## src/crr_cfg.svh

```systemverilog
// register indices, field positions and reset values of the reflection result bank
// assumes byte address = 4 * index on a 32-bit register bus
`ifndef CRR_CFG_SVH
`define CRR_CFG_SVH

// ----------------------------------------------------------------
// register indices
// ----------------------------------------------------------------
`define CRR_IDX_A01 10'h190
`define CRR_IDX_A23 10'h191
`define CRR_IDX_A4B0 10'h192
`define CRR_IDX_B12 10'h193
`define CRR_IDX_B34 10'h194
`define CRR_IDX_C01 10'h195
`define CRR_IDX_C23 10'h196
`define CRR_IDX_C4D0 10'h197
`define CRR_IDX_D12 10'h198
`define CRR_IDX_D34 10'h199
`define CRR_IDX_STATUS 10'h1A4
`define CRR_IDX_CTRL 10'h1B0
`define CRR_IDX_IRQ_STAT 10'h1B1
`define CRR_IDX_IRQ_EN 10'h1B2
`define CRR_IDX_IRQ_CLR 10'h1B3

// ----------------------------------------------------------------
// field positions
// ----------------------------------------------------------------
`define CRR_ST_CROSS_LSB 8
`define CRR_ST_FULL_LSB 4
`define CRR_ST_HIGH_LSB 0
`define CRR_CTRL_XDIS_BIT 0
`define CRR_EV_DONE 0
`define CRR_EV_FULL 1
`define CRR_EV_HIGH 2

// ----------------------------------------------------------------
// reset values
// ----------------------------------------------------------------
`define CRR_RST_POS 8'h00
`define CRR_RST_STATUS 12'h000
`define CRR_RST_CTRL 1'b0
`define CRR_RST_IRQ 3'h0

`endif

```

## src/crr_pkg.sv

```systemverilog
// types shared by the reflection result bank and its bus front end
// assumes the constants of crr_cfg.svh for all numbers
package crr_pkg;

	typedef logic [7:0] crr_pos_t;
	typedef logic [9:0] crr_idx_t;
	typedef logic [31:0] crr_word_t;

	// axi response codes
	typedef enum logic [1:0] {
		CRR_RESP_OKAY = 2'b00,
		CRR_RESP_SLVERR = 2'b10
	} crr_resp_e;

endpackage

```

## src/crr_axil_slv.sv

```systemverilog
// axi4-lite slave front end: one read in flight at most; a second write may be accepted while a write response waits
// assumes the register file answers rd_data/rd_hit/wr_hit combinationally
`timescale 1ns/100ps

module crr_axil_slv
	import crr_pkg::*;
(
	input wire logic mclk,
	input wire logic rstn,
	input wire logic ce,
	input wire logic [11:0] s_awaddr,
	input wire logic s_awvalid,
	output logic s_awready,
	input wire logic [31:0] s_wdata,
	input wire logic [3:0] s_wstrb,
	input wire logic s_wvalid,
	output logic s_wready,
	output logic [1:0] s_bresp,
	output logic s_bvalid,
	input wire logic s_bready,
	input wire logic [11:0] s_araddr,
	input wire logic s_arvalid,
	output logic s_arready,
	output logic [31:0] s_rdata,
	output logic [1:0] s_rresp,
	output logic s_rvalid,
	input wire logic s_rready,
	output logic wr_en,
	output crr_idx_t wr_idx,
	output crr_word_t wr_data,
	output logic [3:0] wr_strb,
	input wire logic wr_hit,
	output crr_idx_t rd_idx,
	input wire crr_word_t rd_data,
	input wire logic rd_hit
);

	logic aw_full_r, aw_full_nxt, w_full_r, w_full_nxt;
	crr_idx_t aw_idx_r, aw_idx_nxt;
	crr_word_t w_data_r, w_data_nxt, rdata_r, rdata_nxt;
	logic [3:0] w_strb_r, w_strb_nxt;
	logic bvalid_r, bvalid_nxt, rvalid_r, rvalid_nxt;
	logic awready_r, awready_nxt, wready_r, wready_nxt, arready_r, arready_nxt;
	crr_resp_e bresp_r, bresp_nxt, rresp_r, rresp_nxt;

	// address and data are held separately so they may arrive in either order
	always_comb begin
		wr_en = aw_full_r && w_full_r && !bvalid_r;
		wr_idx = aw_idx_r;
		wr_data = w_data_r;
		wr_strb = w_strb_r;
		rd_idx = s_araddr[11:2];
		aw_full_nxt = wr_en ? 1'b0 : (aw_full_r || (s_awvalid && awready_r));
		aw_idx_nxt = (s_awvalid && awready_r) ? s_awaddr[11:2] : aw_idx_r;
		w_full_nxt = wr_en ? 1'b0 : (w_full_r || (s_wvalid && wready_r));
		w_data_nxt = (s_wvalid && wready_r) ? s_wdata : w_data_r;
		w_strb_nxt = (s_wvalid && wready_r) ? s_wstrb : w_strb_r;
		bvalid_nxt = wr_en || (bvalid_r && !s_bready);
		bresp_nxt = wr_en ? (wr_hit ? CRR_RESP_OKAY : CRR_RESP_SLVERR) : bresp_r;
		awready_nxt = !aw_full_nxt;
		wready_nxt = !w_full_nxt;
		// read data is captured at the address handshake, answered next cycle
		rvalid_nxt = (s_arvalid && arready_r) || (rvalid_r && !s_rready);
		rdata_nxt = (s_arvalid && arready_r) ? rd_data : rdata_r;
		rresp_nxt = (s_arvalid && arready_r) ? (rd_hit ? CRR_RESP_OKAY : CRR_RESP_SLVERR)
			: rresp_r;
		arready_nxt = !rvalid_nxt;
	end

	// handshake state, frozen while ce is low
	always_ff @(posedge mclk) begin
		if (!rstn) begin
			aw_full_r <= 1'b0;
			aw_idx_r <= 10'h000;
			w_full_r <= 1'b0;
			w_data_r <= 32'h0000_0000;
			w_strb_r <= 4'h0;
			bvalid_r <= 1'b0;
			bresp_r <= CRR_RESP_OKAY;
			rvalid_r <= 1'b0;
			rdata_r <= 32'h0000_0000;
			rresp_r <= CRR_RESP_OKAY;
			awready_r <= 1'b1;
			wready_r <= 1'b1;
			arready_r <= 1'b1;
		end else if (ce) begin
			aw_full_r <= aw_full_nxt;
			aw_idx_r <= aw_idx_nxt;
			w_full_r <= w_full_nxt;
			w_data_r <= w_data_nxt;
			w_strb_r <= w_strb_nxt;
			bvalid_r <= bvalid_nxt;
			bresp_r <= bresp_nxt;
			rvalid_r <= rvalid_nxt;
			rdata_r <= rdata_nxt;
			rresp_r <= rresp_nxt;
			awready_r <= awready_nxt;
			wready_r <= wready_nxt;
			arready_r <= arready_nxt;
		end
	end

	assign s_awready = awready_r;
	assign s_wready = wready_r;
	assign s_bvalid = bvalid_r;
	assign s_bresp = bresp_r;
	assign s_arready = arready_r;
	assign s_rvalid = rvalid_r;
	assign s_rdata = rdata_r;
	assign s_rresp = rresp_r;

endmodule // crr_axil_slv

```

## src/crr_top.sv

```systemverilog
// cable reflection result bank: peak locations of four pairs and the result flags
// assumes the measurement engine pulses meas_done with all results valid that cycle
//
// Design decision made here: register access over AXI4-Lite.
`timescale 1ns/100ps
`include "crr_cfg.svh"

module crr_top
	import crr_pkg::*;
#(
	parameter int NUM_CH = 4,
	parameter int NUM_PEAK = 5,
	parameter int POS_W = 8
) (
	input wire logic mclk,
	input wire logic rstn,
	input wire logic ce,
	input wire logic [11:0] s_awaddr,
	input wire logic s_awvalid,
	output logic s_awready,
	input wire logic [31:0] s_wdata,
	input wire logic [3:0] s_wstrb,
	input wire logic s_wvalid,
	output logic s_wready,
	output logic [1:0] s_bresp,
	output logic s_bvalid,
	input wire logic s_bready,
	input wire logic [11:0] s_araddr,
	input wire logic s_arvalid,
	output logic s_arready,
	output logic [31:0] s_rdata,
	output logic [1:0] s_rresp,
	output logic s_rvalid,
	input wire logic s_rready,
	input wire logic meas_done,
	input wire logic [NUM_CH*NUM_PEAK*POS_W-1:0] peak_pos_in,
	input wire logic [NUM_CH-1:0] cross_peak_in,
	input wire logic [NUM_CH-1:0] count_full_in,
	input wire logic [NUM_CH-1:0] first_seg_high_in,
	output logic cross_listen_disable,
	output logic irq
);

	localparam int NUM_POS = NUM_CH * NUM_PEAK;
	localparam int NUM_PAIR = NUM_POS / 2;

	// ----------------------------------------------------------------
	// elaboration checks
	// ----------------------------------------------------------------
	// the register layout is fixed: four pairs, five peaks, byte wide
	if (NUM_CH != 4 || NUM_PEAK != 5 || POS_W != 8) begin : g_bad_cfg
		$error("crr_top supports only four channels, five peaks, 8-bit positions");
	end

	// ----------------------------------------------------------------
	// bus front end
	// ----------------------------------------------------------------
	logic wr_en, wr_hit, rd_hit;
	crr_idx_t wr_idx, rd_idx;
	crr_word_t wr_data, rd_data;
	logic [3:0] wr_strb;

	crr_axil_slv u_slv (
		.mclk(mclk),
		.rstn(rstn),
		.ce(ce),
		.s_awaddr(s_awaddr),
		.s_awvalid(s_awvalid),
		.s_awready(s_awready),
		.s_wdata(s_wdata),
		.s_wstrb(s_wstrb),
		.s_wvalid(s_wvalid),
		.s_wready(s_wready),
		.s_bresp(s_bresp),
		.s_bvalid(s_bvalid),
		.s_bready(s_bready),
		.s_araddr(s_araddr),
		.s_arvalid(s_arvalid),
		.s_arready(s_arready),
		.s_rdata(s_rdata),
		.s_rresp(s_rresp),
		.s_rvalid(s_rvalid),
		.s_rready(s_rready),
		.wr_en(wr_en),
		.wr_idx(wr_idx),
		.wr_data(wr_data),
		.wr_strb(wr_strb),
		.wr_hit(wr_hit),
		.rd_idx(rd_idx),
		.rd_data(rd_data),
		.rd_hit(rd_hit)
	);

	// ----------------------------------------------------------------
	// measurement results
	// ----------------------------------------------------------------
	// pos_r[k], k = channel*5 + peak index, channel A first
	crr_pos_t pos_r [NUM_POS];
	crr_pos_t pos_nxt [NUM_POS];
	logic [11:0] status_r, status_nxt;
	logic [NUM_CH-1:0] cross_gated;
	logic ctrl_xdis_r, ctrl_xdis_nxt;

	// everything loads on the same edge, so a read never straddles two runs
	always_comb begin
		cross_gated = cross_peak_in & {NUM_CH{~ctrl_xdis_r}};
		status_nxt = status_r;
		for (int k = 0; k < NUM_POS; k++) begin
			pos_nxt[k] = pos_r[k];
		end
		if (meas_done) begin
			for (int k = 0; k < NUM_POS; k++) begin
				pos_nxt[k] = peak_pos_in[k*POS_W +: POS_W];
			end
			status_nxt = {cross_gated, count_full_in, first_seg_high_in};
		end
	end

	// software has no write path into this group at all
	always_ff @(posedge mclk) begin
		if (!rstn) begin
			for (int k = 0; k < NUM_POS; k++) begin
				pos_r[k] <= `CRR_RST_POS;
			end
			status_r <= `CRR_RST_STATUS;
		end else if (ce) begin
			for (int k = 0; k < NUM_POS; k++) begin
				pos_r[k] <= pos_nxt[k];
			end
			status_r <= status_nxt;
		end
	end

	// ----------------------------------------------------------------
	// control and interrupt registers
	// ----------------------------------------------------------------
	logic [2:0] irq_stat_r, irq_stat_nxt, irq_en_r, irq_en_nxt, irq_ev, irq_clr;
	logic irq_r, irq_nxt;

	// set beats clear: an event in the clearing cycle stays pending
	always_comb begin
		irq_ev = 3'h0;
		irq_ev[`CRR_EV_DONE] = meas_done;
		irq_ev[`CRR_EV_FULL] = meas_done && (|count_full_in);
		irq_ev[`CRR_EV_HIGH] = meas_done && (|first_seg_high_in);
		irq_clr = 3'h0;
		ctrl_xdis_nxt = ctrl_xdis_r;
		irq_en_nxt = irq_en_r;
		if (wr_en && wr_strb[0]) begin
			unique case (wr_idx)
				`CRR_IDX_CTRL: ctrl_xdis_nxt = wr_data[`CRR_CTRL_XDIS_BIT];
				`CRR_IDX_IRQ_EN: irq_en_nxt = wr_data[2:0];
				`CRR_IDX_IRQ_CLR: irq_clr = wr_data[2:0];
				default: irq_clr = 3'h0;
			endcase
		end
		irq_stat_nxt = (irq_stat_r & ~irq_clr) | irq_ev;
		irq_nxt = |(irq_stat_nxt & irq_en_nxt);
	end

	always_ff @(posedge mclk) begin
		if (!rstn) begin
			ctrl_xdis_r <= `CRR_RST_CTRL;
			irq_stat_r <= `CRR_RST_IRQ;
			irq_en_r <= `CRR_RST_IRQ;
			irq_r <= 1'b0;
		end else if (ce) begin
			ctrl_xdis_r <= ctrl_xdis_nxt;
			irq_stat_r <= irq_stat_nxt;
			irq_en_r <= irq_en_nxt;
			irq_r <= irq_nxt;
		end
	end

	assign cross_listen_disable = ctrl_xdis_r;
	assign irq = irq_r;

	// ----------------------------------------------------------------
	// read decode
	// ----------------------------------------------------------------
	// word i holds position 2i low and 2i+1 high; this one pattern gives
	// the A4/B0 and C4/D0 straddles without special cases
	logic [15:0] pair_word [NUM_PAIR];

	for (genvar i = 0; i < NUM_PAIR; i++) begin : g_pair
		assign pair_word[i] = {pos_r[2*i+1], pos_r[2*i]};
	end

	logic [3:0] pair_sel;

	always_comb begin
		pair_sel = 4'(rd_idx - `CRR_IDX_A01);
		rd_data = 32'h0000_0000;
		rd_hit = 1'b1;
		if (rd_idx >= `CRR_IDX_A01 && rd_idx <= `CRR_IDX_D34) begin
			rd_data = {16'h0000, pair_word[pair_sel]};
		end else begin
			unique case (rd_idx)
				`CRR_IDX_STATUS: rd_data = {20'h0_0000, status_r};
				`CRR_IDX_CTRL: rd_data = {31'h0000_0000, ctrl_xdis_r};
				`CRR_IDX_IRQ_STAT: rd_data = {29'h0000_0000, irq_stat_r};
				`CRR_IDX_IRQ_EN: rd_data = {29'h0000_0000, irq_en_r};
				`CRR_IDX_IRQ_CLR: rd_data = 32'h0000_0000;
				default: rd_hit = 1'b0;
			endcase
		end
	end

	// result registers accept writes silently; only unmapped words error
	always_comb begin
		wr_hit = (wr_idx >= `CRR_IDX_A01 && wr_idx <= `CRR_IDX_D34)
			|| wr_idx == `CRR_IDX_STATUS || wr_idx == `CRR_IDX_CTRL
			|| wr_idx == `CRR_IDX_IRQ_STAT || wr_idx == `CRR_IDX_IRQ_EN
			|| wr_idx == `CRR_IDX_IRQ_CLR;
	end
endmodule // crr_top

```

## config.mk

```make
export PLATFORM = sky130hd
export DESIGN_NAME = crr_top
export DESIGN_NICKNAME = d
export VERILOG_FILES = /design/src/crr_pkg.sv /design/src/crr_axil_slv.sv /design/src/crr_top.sv
export VERILOG_INCLUDE_DIRS = /design/src /design/src/src
export SDC_FILE = /design/constraint.sdc
export NUM_CORES = 1
export LEC_CHECK = 0
export BUFFER_PORTS_ARGS = -buffer_cell sky130_fd_sc_hd__buf_2
export CAP_MARGIN = 40
export CORE_ASPECT_RATIO = 0.7
export CORE_MARGIN = 5
export CORE_UTILIZATION = 30
export CTS_BUF_LIST = sky130_fd_sc_hd__clkbuf_8
export CTS_CLUSTER_DIAMETER = 30
export CTS_CLUSTER_SIZE = 20
export DETAILED_ROUTE_END_ITERATION = 7
export MAX_ROUTING_LAYER = met4
export SETUP_SLACK_MARGIN = 0.05
export SKIP_CTS_REPAIR_TIMING = 1
export SYNTH_ARGS = -nofsm -noshare
export SYNTH_HDL_FRONTEND = slang
export SYNTH_SLANG_ARGS = --single-unit
```

## constraint.sdc

```tcl
create_clock -name mclk -period 5.8 [get_ports mclk]
set_input_delay 0.58 -clock mclk [delete_from_list [all_inputs] [get_ports mclk]]
set_output_delay 0.58 -clock mclk [all_outputs]
set_load 0.005 [all_outputs]
```

### After elaboration in Yosys (flattened, before gate mapping)

Memories as Yosys holds them, arrays and structs flattened.
Index checks and enable logic that the tools add are counted.

| operators by class | value |
|---|---|
| multipliers | 0 |
| order comparisons | 5 |
| bitwise operators | 27 |
| add/subtract/negate cells | 1 |
| shift-type cells | 0 |
| div/mod/pow operators | 0 |
| multiplexer cells | 40 |
| eq/ne operators | 10 |
| reduce and logical (&&, ||, !) cells | 37 |

Operator list:

| operator | count |
|---|---|
| $mux W160 | 1 |
| $mux W8 | 20 |
| $eq A10 B9 Y1 const B | 10 |
| $bmux W16 S4 | 1 |
| $mux W16 | 3 |
| $pmux W12 S4 | 1 |
| $ge A10 B9 Y1 const B | 2 |
| $le A10 B9 Y1 const B | 2 |
| $or A1 B1 Y1 | 20 |
| $logic_and A1 B1 Y1 | 12 |
| $mux W3 | 4 |
| $reduce_and A2 Y1 | 5 |
| $logic_or A1 B1 Y1 | 9 |
| $mux W1 | 8 |
| $reduce_or A4 Y1 | 2 |
| $and A3 B3 Y3 | 2 |
| $logic_not A1 Y1 | 6 |
| $ge A5 B5 Y1 const B | 1 |
| $not A4 Y5 | 1 |
| $reduce_or A5 Y1 | 1 |
| $and A4 B4 Y4 | 1 |
| $mux W2 | 2 |
| $sub A4 B1 Y4 const B | 1 |
| $not A3 Y3 | 1 |
| other kinds (4) | 4 |

| storage, ports and cells | value |
|---|---|
| ROM bits | 0 |
| bits in latches | 0 |
| register bits after elaboration | 77 |
| memories | 1 |
| bits in writable memories | 160 |
| bits of input ports | 241 |

Memory list:

| memory | words | bits a word | rd ports | clocked after memory_dff | wr ports | RTL line | RTL |
|---|---|---|---|---|---|---|---|
| pos_r | 20 | 8 | 20 | 0 | 20 | crr_top.sv:98 | `crr_pos_t pos_r [NUM_POS];` |

### Logic depth before layout (Yosys ltp)

Gate-level depths: netlist of the first run.

| logic depth | value |
|---|---|
| depth in word-level cells | 9 |
| gate-level depth with buffers | 9 |
| depth with buffers taken out | 6 |

### Hierarchy

From an unflattened synthesis of the first run, not the netlist that was laid out.

| second synthesis, totals | value |
|---|---|
| cells, all modules | 1019 |
| area, all modules | 12239.2 um^2 |

By module, submodules not included:

| module | seq. area each (um^2) | area each (um^2) | times used | cells each |
|---|---|---|---|---|
| crr_top | 5205.0 | 8589.5 | 1 | 628 |
| crr_axil_slv | 1741.7 | 3649.8 | 1 | 391 |

### Worst setup path after synthesis of the first run

No wires, ideal clock.

| path | value |
|---|---|
| path kind | input to register |
| start point | in ce |
| end point | mem pos_r[0][0] (netlist bit), enable pin |
| arrival time | 3.564 ns |
| slack | 1.021 ns |
| stages | 4 |
| data required time | 4.585 ns |
| library setup time | 1.215 ns |
| cell sequence | clkbuf_1 nand2_1 clkbuf_1 nand2_1 |

RTL lines:

| element | RTL line | RTL |
|---|---|---|
| start: declaration | crr_top.sv:17 | `input wire logic ce,` |
| end: declaration | crr_top.sv:98 |  |

### Final worst setup path of the first run

| path | value |
|---|---|
| start point | in s_araddr[2] |
| end point | reg u_slv.rdata_r[6] (netlist: u_slv.s_rdata[6]) |

| on the way | value |
|---|---|
| longest elaborated chain between the ends | 6 |
| elaborated cells between the ends (all ways) | 14 |
| those cells by class | 1 x add/sub; 2 x order compare; 4 x eq/ne; 5 x mux; 1 x bitwise; 1 x reduce/logical |

RTL lines:

| element | RTL line | RTL |
|---|---|---|
| start: declaration | crr_top.sv:28 | `input wire logic [11:0] s_araddr,` |
| $sub A4 B1 Y4 (no source line) | n/a |  |
| $not A4 Y5 (not written as such) | crr_top.sv:196 | `rd_data = {16'h0000, pair_word[pair_sel]};` |
| $bmux W16 S4 | crr_top.sv:196 |  |
| $mux W16 (not written as such) (2 in series) | crr_top.sv:196 |  |
| $mux W16 * | crr_top.sv:195 | `` if (rd_idx >= `CRR_IDX_A01 && rd_idx <= `CRR_IDX_D34) begin `` |
| end signal: assignment | crr_axil_slv.sv:95 | `rdata_r <= rdata_nxt;` |
| end: declaration | crr_axil_slv.sv:40 | `crr_word_t w_data_r, w_data_nxt, rdata_r, rdata_nxt;` |

Every way passes the cells marked *; elsewhere a longest branch is shown, timed or not. The select of a mux whose other input is x is not followed.
A chain may end at the register's enable or synchronous reset.

==> impl_metrics.toml, run 1 <==
[floorplan]
fp.dieArea_um2 = 37000
die_w_um = 228
rows = 55
die_y_um = 162
start_util_pct = 30.6
io_pins = 284
core-area_um2 = 32600

[synthesis]
synth_area_per_cell_um2 = 12.6
yosys_warnings = 0
netlist_area_um2 = 9960
ys_seq_elements = 219
synth_edf_count = 160
ys_types = 54
netlist_instances = 788
synth-async-reset-ratio_pct = 0
ys_seq_area_share_pct = 60.1
synth-main-ff-cell = "edfxtp_1"

[hold_path]
holdPathStages = 3
hold_path.class = "in -> reg"
min_from = "s_wdata[0]"

[setup_path]
crit_type = "in -> reg"
required_ps = 6250
worstPathArrival_ps = 3220
crit_fanout = 32
cp-end-kind = "flop"
r2r_cells = 4
cp-startpoint = "s_araddr[2]"
reg2reg_from = "pos_r[1][26]"
cp-start-kind = "input port"

[finish]
final_nets = 1246
syn2layout_area_growth_pct = 24.7
drive_gt1_share_pct = 33.3
final_cell_count_no_fill = 1471
final_common_cell = "buf_2"
design_area_um2 = 12400
final_util_pct = 38.2
final_cell_mix = "buf_2, edfxtp_1, and3_1, nand2_1, dfxtp_1"

[global_routing]
grtUsageMet3_pct = 3.97
overflow = 0
grt_pass1_wl_um = 44000
first_global_vias = 7428
grt_max_degree = 102
gr-max-usage-layer = "met2"
groute.layer.met2.usage_pct = 23.3
globalRouteTotalUtil_pct = 15.8
antenna_found_initial = 3
met1_usage_pct = 22.3

[sta]
setup_tns_ps = 0
slew_viol_final = 0
hold_viol = 0
rsz0062_at_grt = "no"
finalSetupViolations = 0
period_needed_ps = 2760
skew_ps = 15.6
max_freq_ghz = 0.362
slew_headroom_pct = 42.7
worst_slew_pin_slew_ps = 859
period_share_pct = 47.7

[routing]
avgViaCountPerCell = 4.93
dr.pass1.iters = 5
drt-total-wl_um = 29700
drtAntennaViolNets = 0
vias = 7250
drc = 0
wl_per_cell_um = 20.2
drt-initial-drc-count = 503

[clocking]
root_buffer = "clkbuf_8"
cts_buffer_depth = 3
cts_tree = "built"
cts_buffers = 45
clkSinkCount = 219
clk_latency_ps = 560
clkTransAtPathRegs_ps = 60
h-tree-depth = 2

[power_and_ir_drop]
pwr_density_cell_nw_per_um2 = 327
leakagePower_nw = 5.46
power.total_mw = 4.06
peakVddDrop_mv = 0.144

[placement]
dp_hpwl_um = 21000
gp_congestion = 0.817
port-buffer-count = 229
dpl_cell_area_um2 = 11400
dp_cells = 1385

[job]
cap_violations = 0

[outcome]
status = "completed"
==> per-stage QoR <==
step                      hold slack [ps]  setup WS, ps
after floorplan                       432          1020
after global placement                442          2340
after detailed placement              448          2470
after CTS                             225          3080
after global routing                  226          2710
final                                 257          3040
==> state kept, by name (all words and copies together), names as in the netlist <==
| register | count |
|---|---|
| u_slv.wr_idx | 10 |
| u_slv.wr_data | 3 |
| status_r | 12 |
| u_slv.s_wready | 1 |
| u_slv.s_rdata | 16 |
| u_slv.aw_full_r | 1 |
| irq_stat_r | 3 |
| irq | 1 |
| pos_r | 160 |
| irq_en_r | 3 |
| u_slv.s_awready | 1 |
| u_slv.s_rresp | 1 |
| u_slv.s_bvalid | 1 |
| u_slv.s_rvalid | 1 |
| u_slv.wr_strb | 1 |
| u_slv.s_arready | 1 |
| u_slv.w_full_r | 1 |
| u_slv.s_bresp | 1 |
| cross_listen_disable | 1 |
==> cell families after synthesis <==
logic type | count (synthesis) | share of synthesized area (%)
compound gates | 96 | 6.38
mux | 75 | 11.3
simple gates | 308 | 17.5
flops | 219 | 60.1
other cells | 1 | 0.0377
buf+inv | 89 | 4.60
==> Yosys cell counts (6+ instances only) <==
| master | count | area [µm²] |
|---|---|---|
| edfxtp_1 | 160 | 4800 |
| and3_1 | 146 | 913 |
| nand2_1 | 75 | 282 |
| dfxtp_1 | 59 | 1180 |
| clkbuf_1 | 46 | 173 |
| mux2i_1 | 45 | 450 |
| a21oi_1 | 36 | 180 |
| mux4_2 | 25 | 563 |
| buf_4 | 22 | 165 |
| nor2_1 | 21 | 78.8 |
| and2_1 | 18 | 113 |
| o21ai_0 | 15 | 75.1 |
| buf_2 | 12 | 60.1 |
| a32o_1 | 9 | 90.1 |
| nand3_1 | 9 | 45.0 |
| o221ai_1 | 9 | 78.8 |
| nand3b_1 | 8 | 60.1 |
| o22ai_1 | 6 | 37.5 |
==> worst paths after layout <==
path | end | slack [ps]
setup / recovery | u_slv.s_rdata[6] | 3040
hold / removal | u_slv.wr_data[0] | 260
setup reg to reg | u_slv.s_rdata[10] | 3760
hold reg to reg | u_slv.wr_idx[6] | 460
==> report_power, final <==
group	internal, mW	switching [mW]	leakage (nW)
Sequential	1.81	0.0390	2.10
Clock	1.08	0.757	0.525
Combinational	0.159	0.214	2.83
==> worst max-delay path, cell delays in order <==
cell and delay [ps]:
buf_4 500, buf_4 550, mux4_2 590, mux2i_1 450, o221ai_1 220, a32o_1 290
==> layer usage <==
layer | share of wire (%) | vias up
met1 | 48 | 3532
met5 | 0 | -
li1 | - | 3413
met2 | 44 | 256
met4 | 1.4 | 0
met3 | 6.9 | 49
==> layout make-up <==
type,instances,area (µm²)
repair buffers,238,1250
fillers,3197,20100
clock buffers,49,674
clock inverters,35,373
multi-input cells,497,3590
diodes,2,5.00
well taps,427,534
inverters,4,15.0
flip-flops and latches,219,5990
(Power assumes the default switching activity.)
==> run 2: changes to the inputs <==
Settings changed: ABC_AREA set to 1.
Clock period 5.8 ns to 2.25 ns, I/O delays scaled along.
==> impl_metrics.toml, run 2 <==
[synthesis]
synth_top_area_share_pct = 46.7
synth-async-reset-ratio_pct = 0
synth_edf_count = 160
ys_types = 29
netlist_area_um2 = 10300
ys_seq_elements = 219
netlist_instances = 1210
yosys_warnings = 0
synth.most_common_cell = "nand2_1"
yosys.area.top_type = "edfxtp_1"
synth_area_per_cell_um2 = 8.50
synthTopCellsByArea = "edfxtp_1, dfxtp_1, nand2_1"
netlist_top_cells_count = "nand2_1, nor2_1, inv_1"
ys_seq_area_share_pct = 58.2
synth-main-ff-cell = "edfxtp_1"

[floorplan]
fp.dieArea_um2 = 38200
io_pins = 284
die_w_um = 231
die_y_um = 165
core-area_um2 = 33700
start_util_pct = 30.5
rows = 56

[hold_path]
hold_path.class = "in -> reg"
holdPathStages = 3
min_from = "peak_pos_in[138]"
whs_endpoint = "pos_r[4][10]"

[global_routing]
globalRouteTotalUtil_pct = 16.0
first_global_vias = 8723
grt_max_degree = 52
antenna_found_initial = 0
overflow = 0
grt_pass1_wl_um = 46400

[sta]
setup_tns_ps = 0
slew_headroom_pct = 62.2
hold_viol = 3
rsz0062_at_grt = "no"
slew_viol_final = 0
max_freq_ghz = 0.596
finalSetupViolations = 0
worst_slew_pin_slew_ps = 565
period_needed_ps = 1680
period_share_pct = 74.6
fin_hold_ws_ps = -14.5
skew_ps = 28.0

[finish]
regMostFlops = "pos_r"
final_cell_mix = "nand2_1, buf_2, inv_1, nor2_1, dlygate4sd3_1"
final_common_cell = "nand2_1"
largest_reg_flops = 160
final_cell_count_no_fill = 2143
drive_gt1_share_pct = 21.4
final_nets = 1881
antennaDiodeCount = 0
design_area_um2 = 14900
syn2layout_area_growth_pct = 45.3

[routing]
drt-total-wl_um = 33800
wl_per_cell_um = 15.8
drtAntennaViolNets = 0
drt-initial-drc-count = 788
vias = 9433
avgViaCountPerCell = 4.40
drc = 0
dr.pass1.iters = 6

[clocking]
clkTransAtPathRegs_ps = 50
root_buffer = "clkbuf_8"
clk_latency_ps = 580
cts_buffer_depth = 3
h-tree-depth = 2
clkSinkCount = 219
cts_buffers = 49
cts_tree = "built"

[setup_path]
required_ps = 2720
r2r_setup_slack_ps = 570
cp_slowest_cell = "nor2_1"
cp-startpoint = "u_slv.w_full_r"
worst_path_most_repeated_cell = "nand2_1"
cp-start-kind = "flop"
cp_cell_sequence = "nand3_1 -> nor2_1 -> nand2_1 -> o21ai_1 -> nand2_1 -> nand2_1 -> nand2_1 -> nor2_1 -> nor2_1"
reg2reg_from = "u_slv.w_full_r"
crit_type = "reg -> reg"
max_stage_delay_ps = 400
r2r-end = "irq"
cp-end-kind = "flop"
worstPathArrival_ps = 2150
crit_fanout = 7
r2r_cells = 9

[placement]
dp_hpwl_um = 22500
port-buffer-count = 229
dpl_cell_area_um2 = 12100
gp_congestion = 0.911
dp_cells = 1875

[outcome]
status = "finished, violations left"
violations = "hold timing"

[power_and_ir_drop]
leakagePower_nw = 6.99
pwr_density_cell_nw_per_um2 = 736
peakVddDrop_mv = 0.364

[job]
cap_violations = 0
## run 2: cell count changes after synthesis, moves of 23 or more
cell	delta
a21oi_1	+24
a22oi_1	+36
and3_1	-146
inv_1	+215
mux2i_1	-45
mux4_2	-25
nand2_1	+161
nand3_1	+26
nor2_1	+199
o21ai_0	+23
## run 2: cell type report
cell class,count,area [µm²]
clock buffers,57,785
clock inverters,33,332
fillers,3244,18800
inverters,229,860
multi-input cells,708,3170
flip-flops and latches,219,5990
well taps,464,581
repair buffers,433,3240
## run 2: worst max path at each step
stage	endpoint	slack, ps	cells past startpoint
global placement	u_slv.s_rdata[1]	420	9
floorplan	pos_r[0][0]	170	3
global route	irq	440	9
CTS	irq	610	9
detailed placement	u_slv.s_rdata[1]	390	9
finish	irq	570	9
## run 2: kinds of logic after synthesis
family          count (synthesis)  synth area share [%]
compound gates                171                  9.65
buf+inv                       300                  12.0
other cells                     1                0.0364
simple gates                  519                  20.2
flops                         219                  58.2
## run 2: critical path: cells and delay by family (launching register included)
family          cells  cell delay (ps)
simple gates        8             1000
flops               1              370
compound gates      1              200
## run 2: layer usage
metal  vias up  GRT usage, %  share of wire [%]
li1       4690             -                  -
met1      4350          20.9                 43
met2       329          25.2                 49
met3        64          3.82                6.1
met4         0          4.64                2.1
met5         -             -                  0
## run 2: power by group
group / switching (mW) / leakage, nW / internal (mW)
combinational: 0.668 / 4.29 / 0.568
sequential: 0.108 / 2.11 / 4.67
clock: 2.03 / 0.587 / 2.95
## run 2: stage by stage
stage / utilization (%) / total power [mW] / worst slack (ps)
6_report: 44.4 / 11.0 / 572
5_1_grt: 44.4 / 11.5 / 439
4_1_cts: 39.1 / 10.9 / 613
3_5_place_dp: 35.8 / 5.85 / 395
3_3_place_gp: 35.8 / 5.83 / 421
2_1_floorplan: - / 5.39 / 168
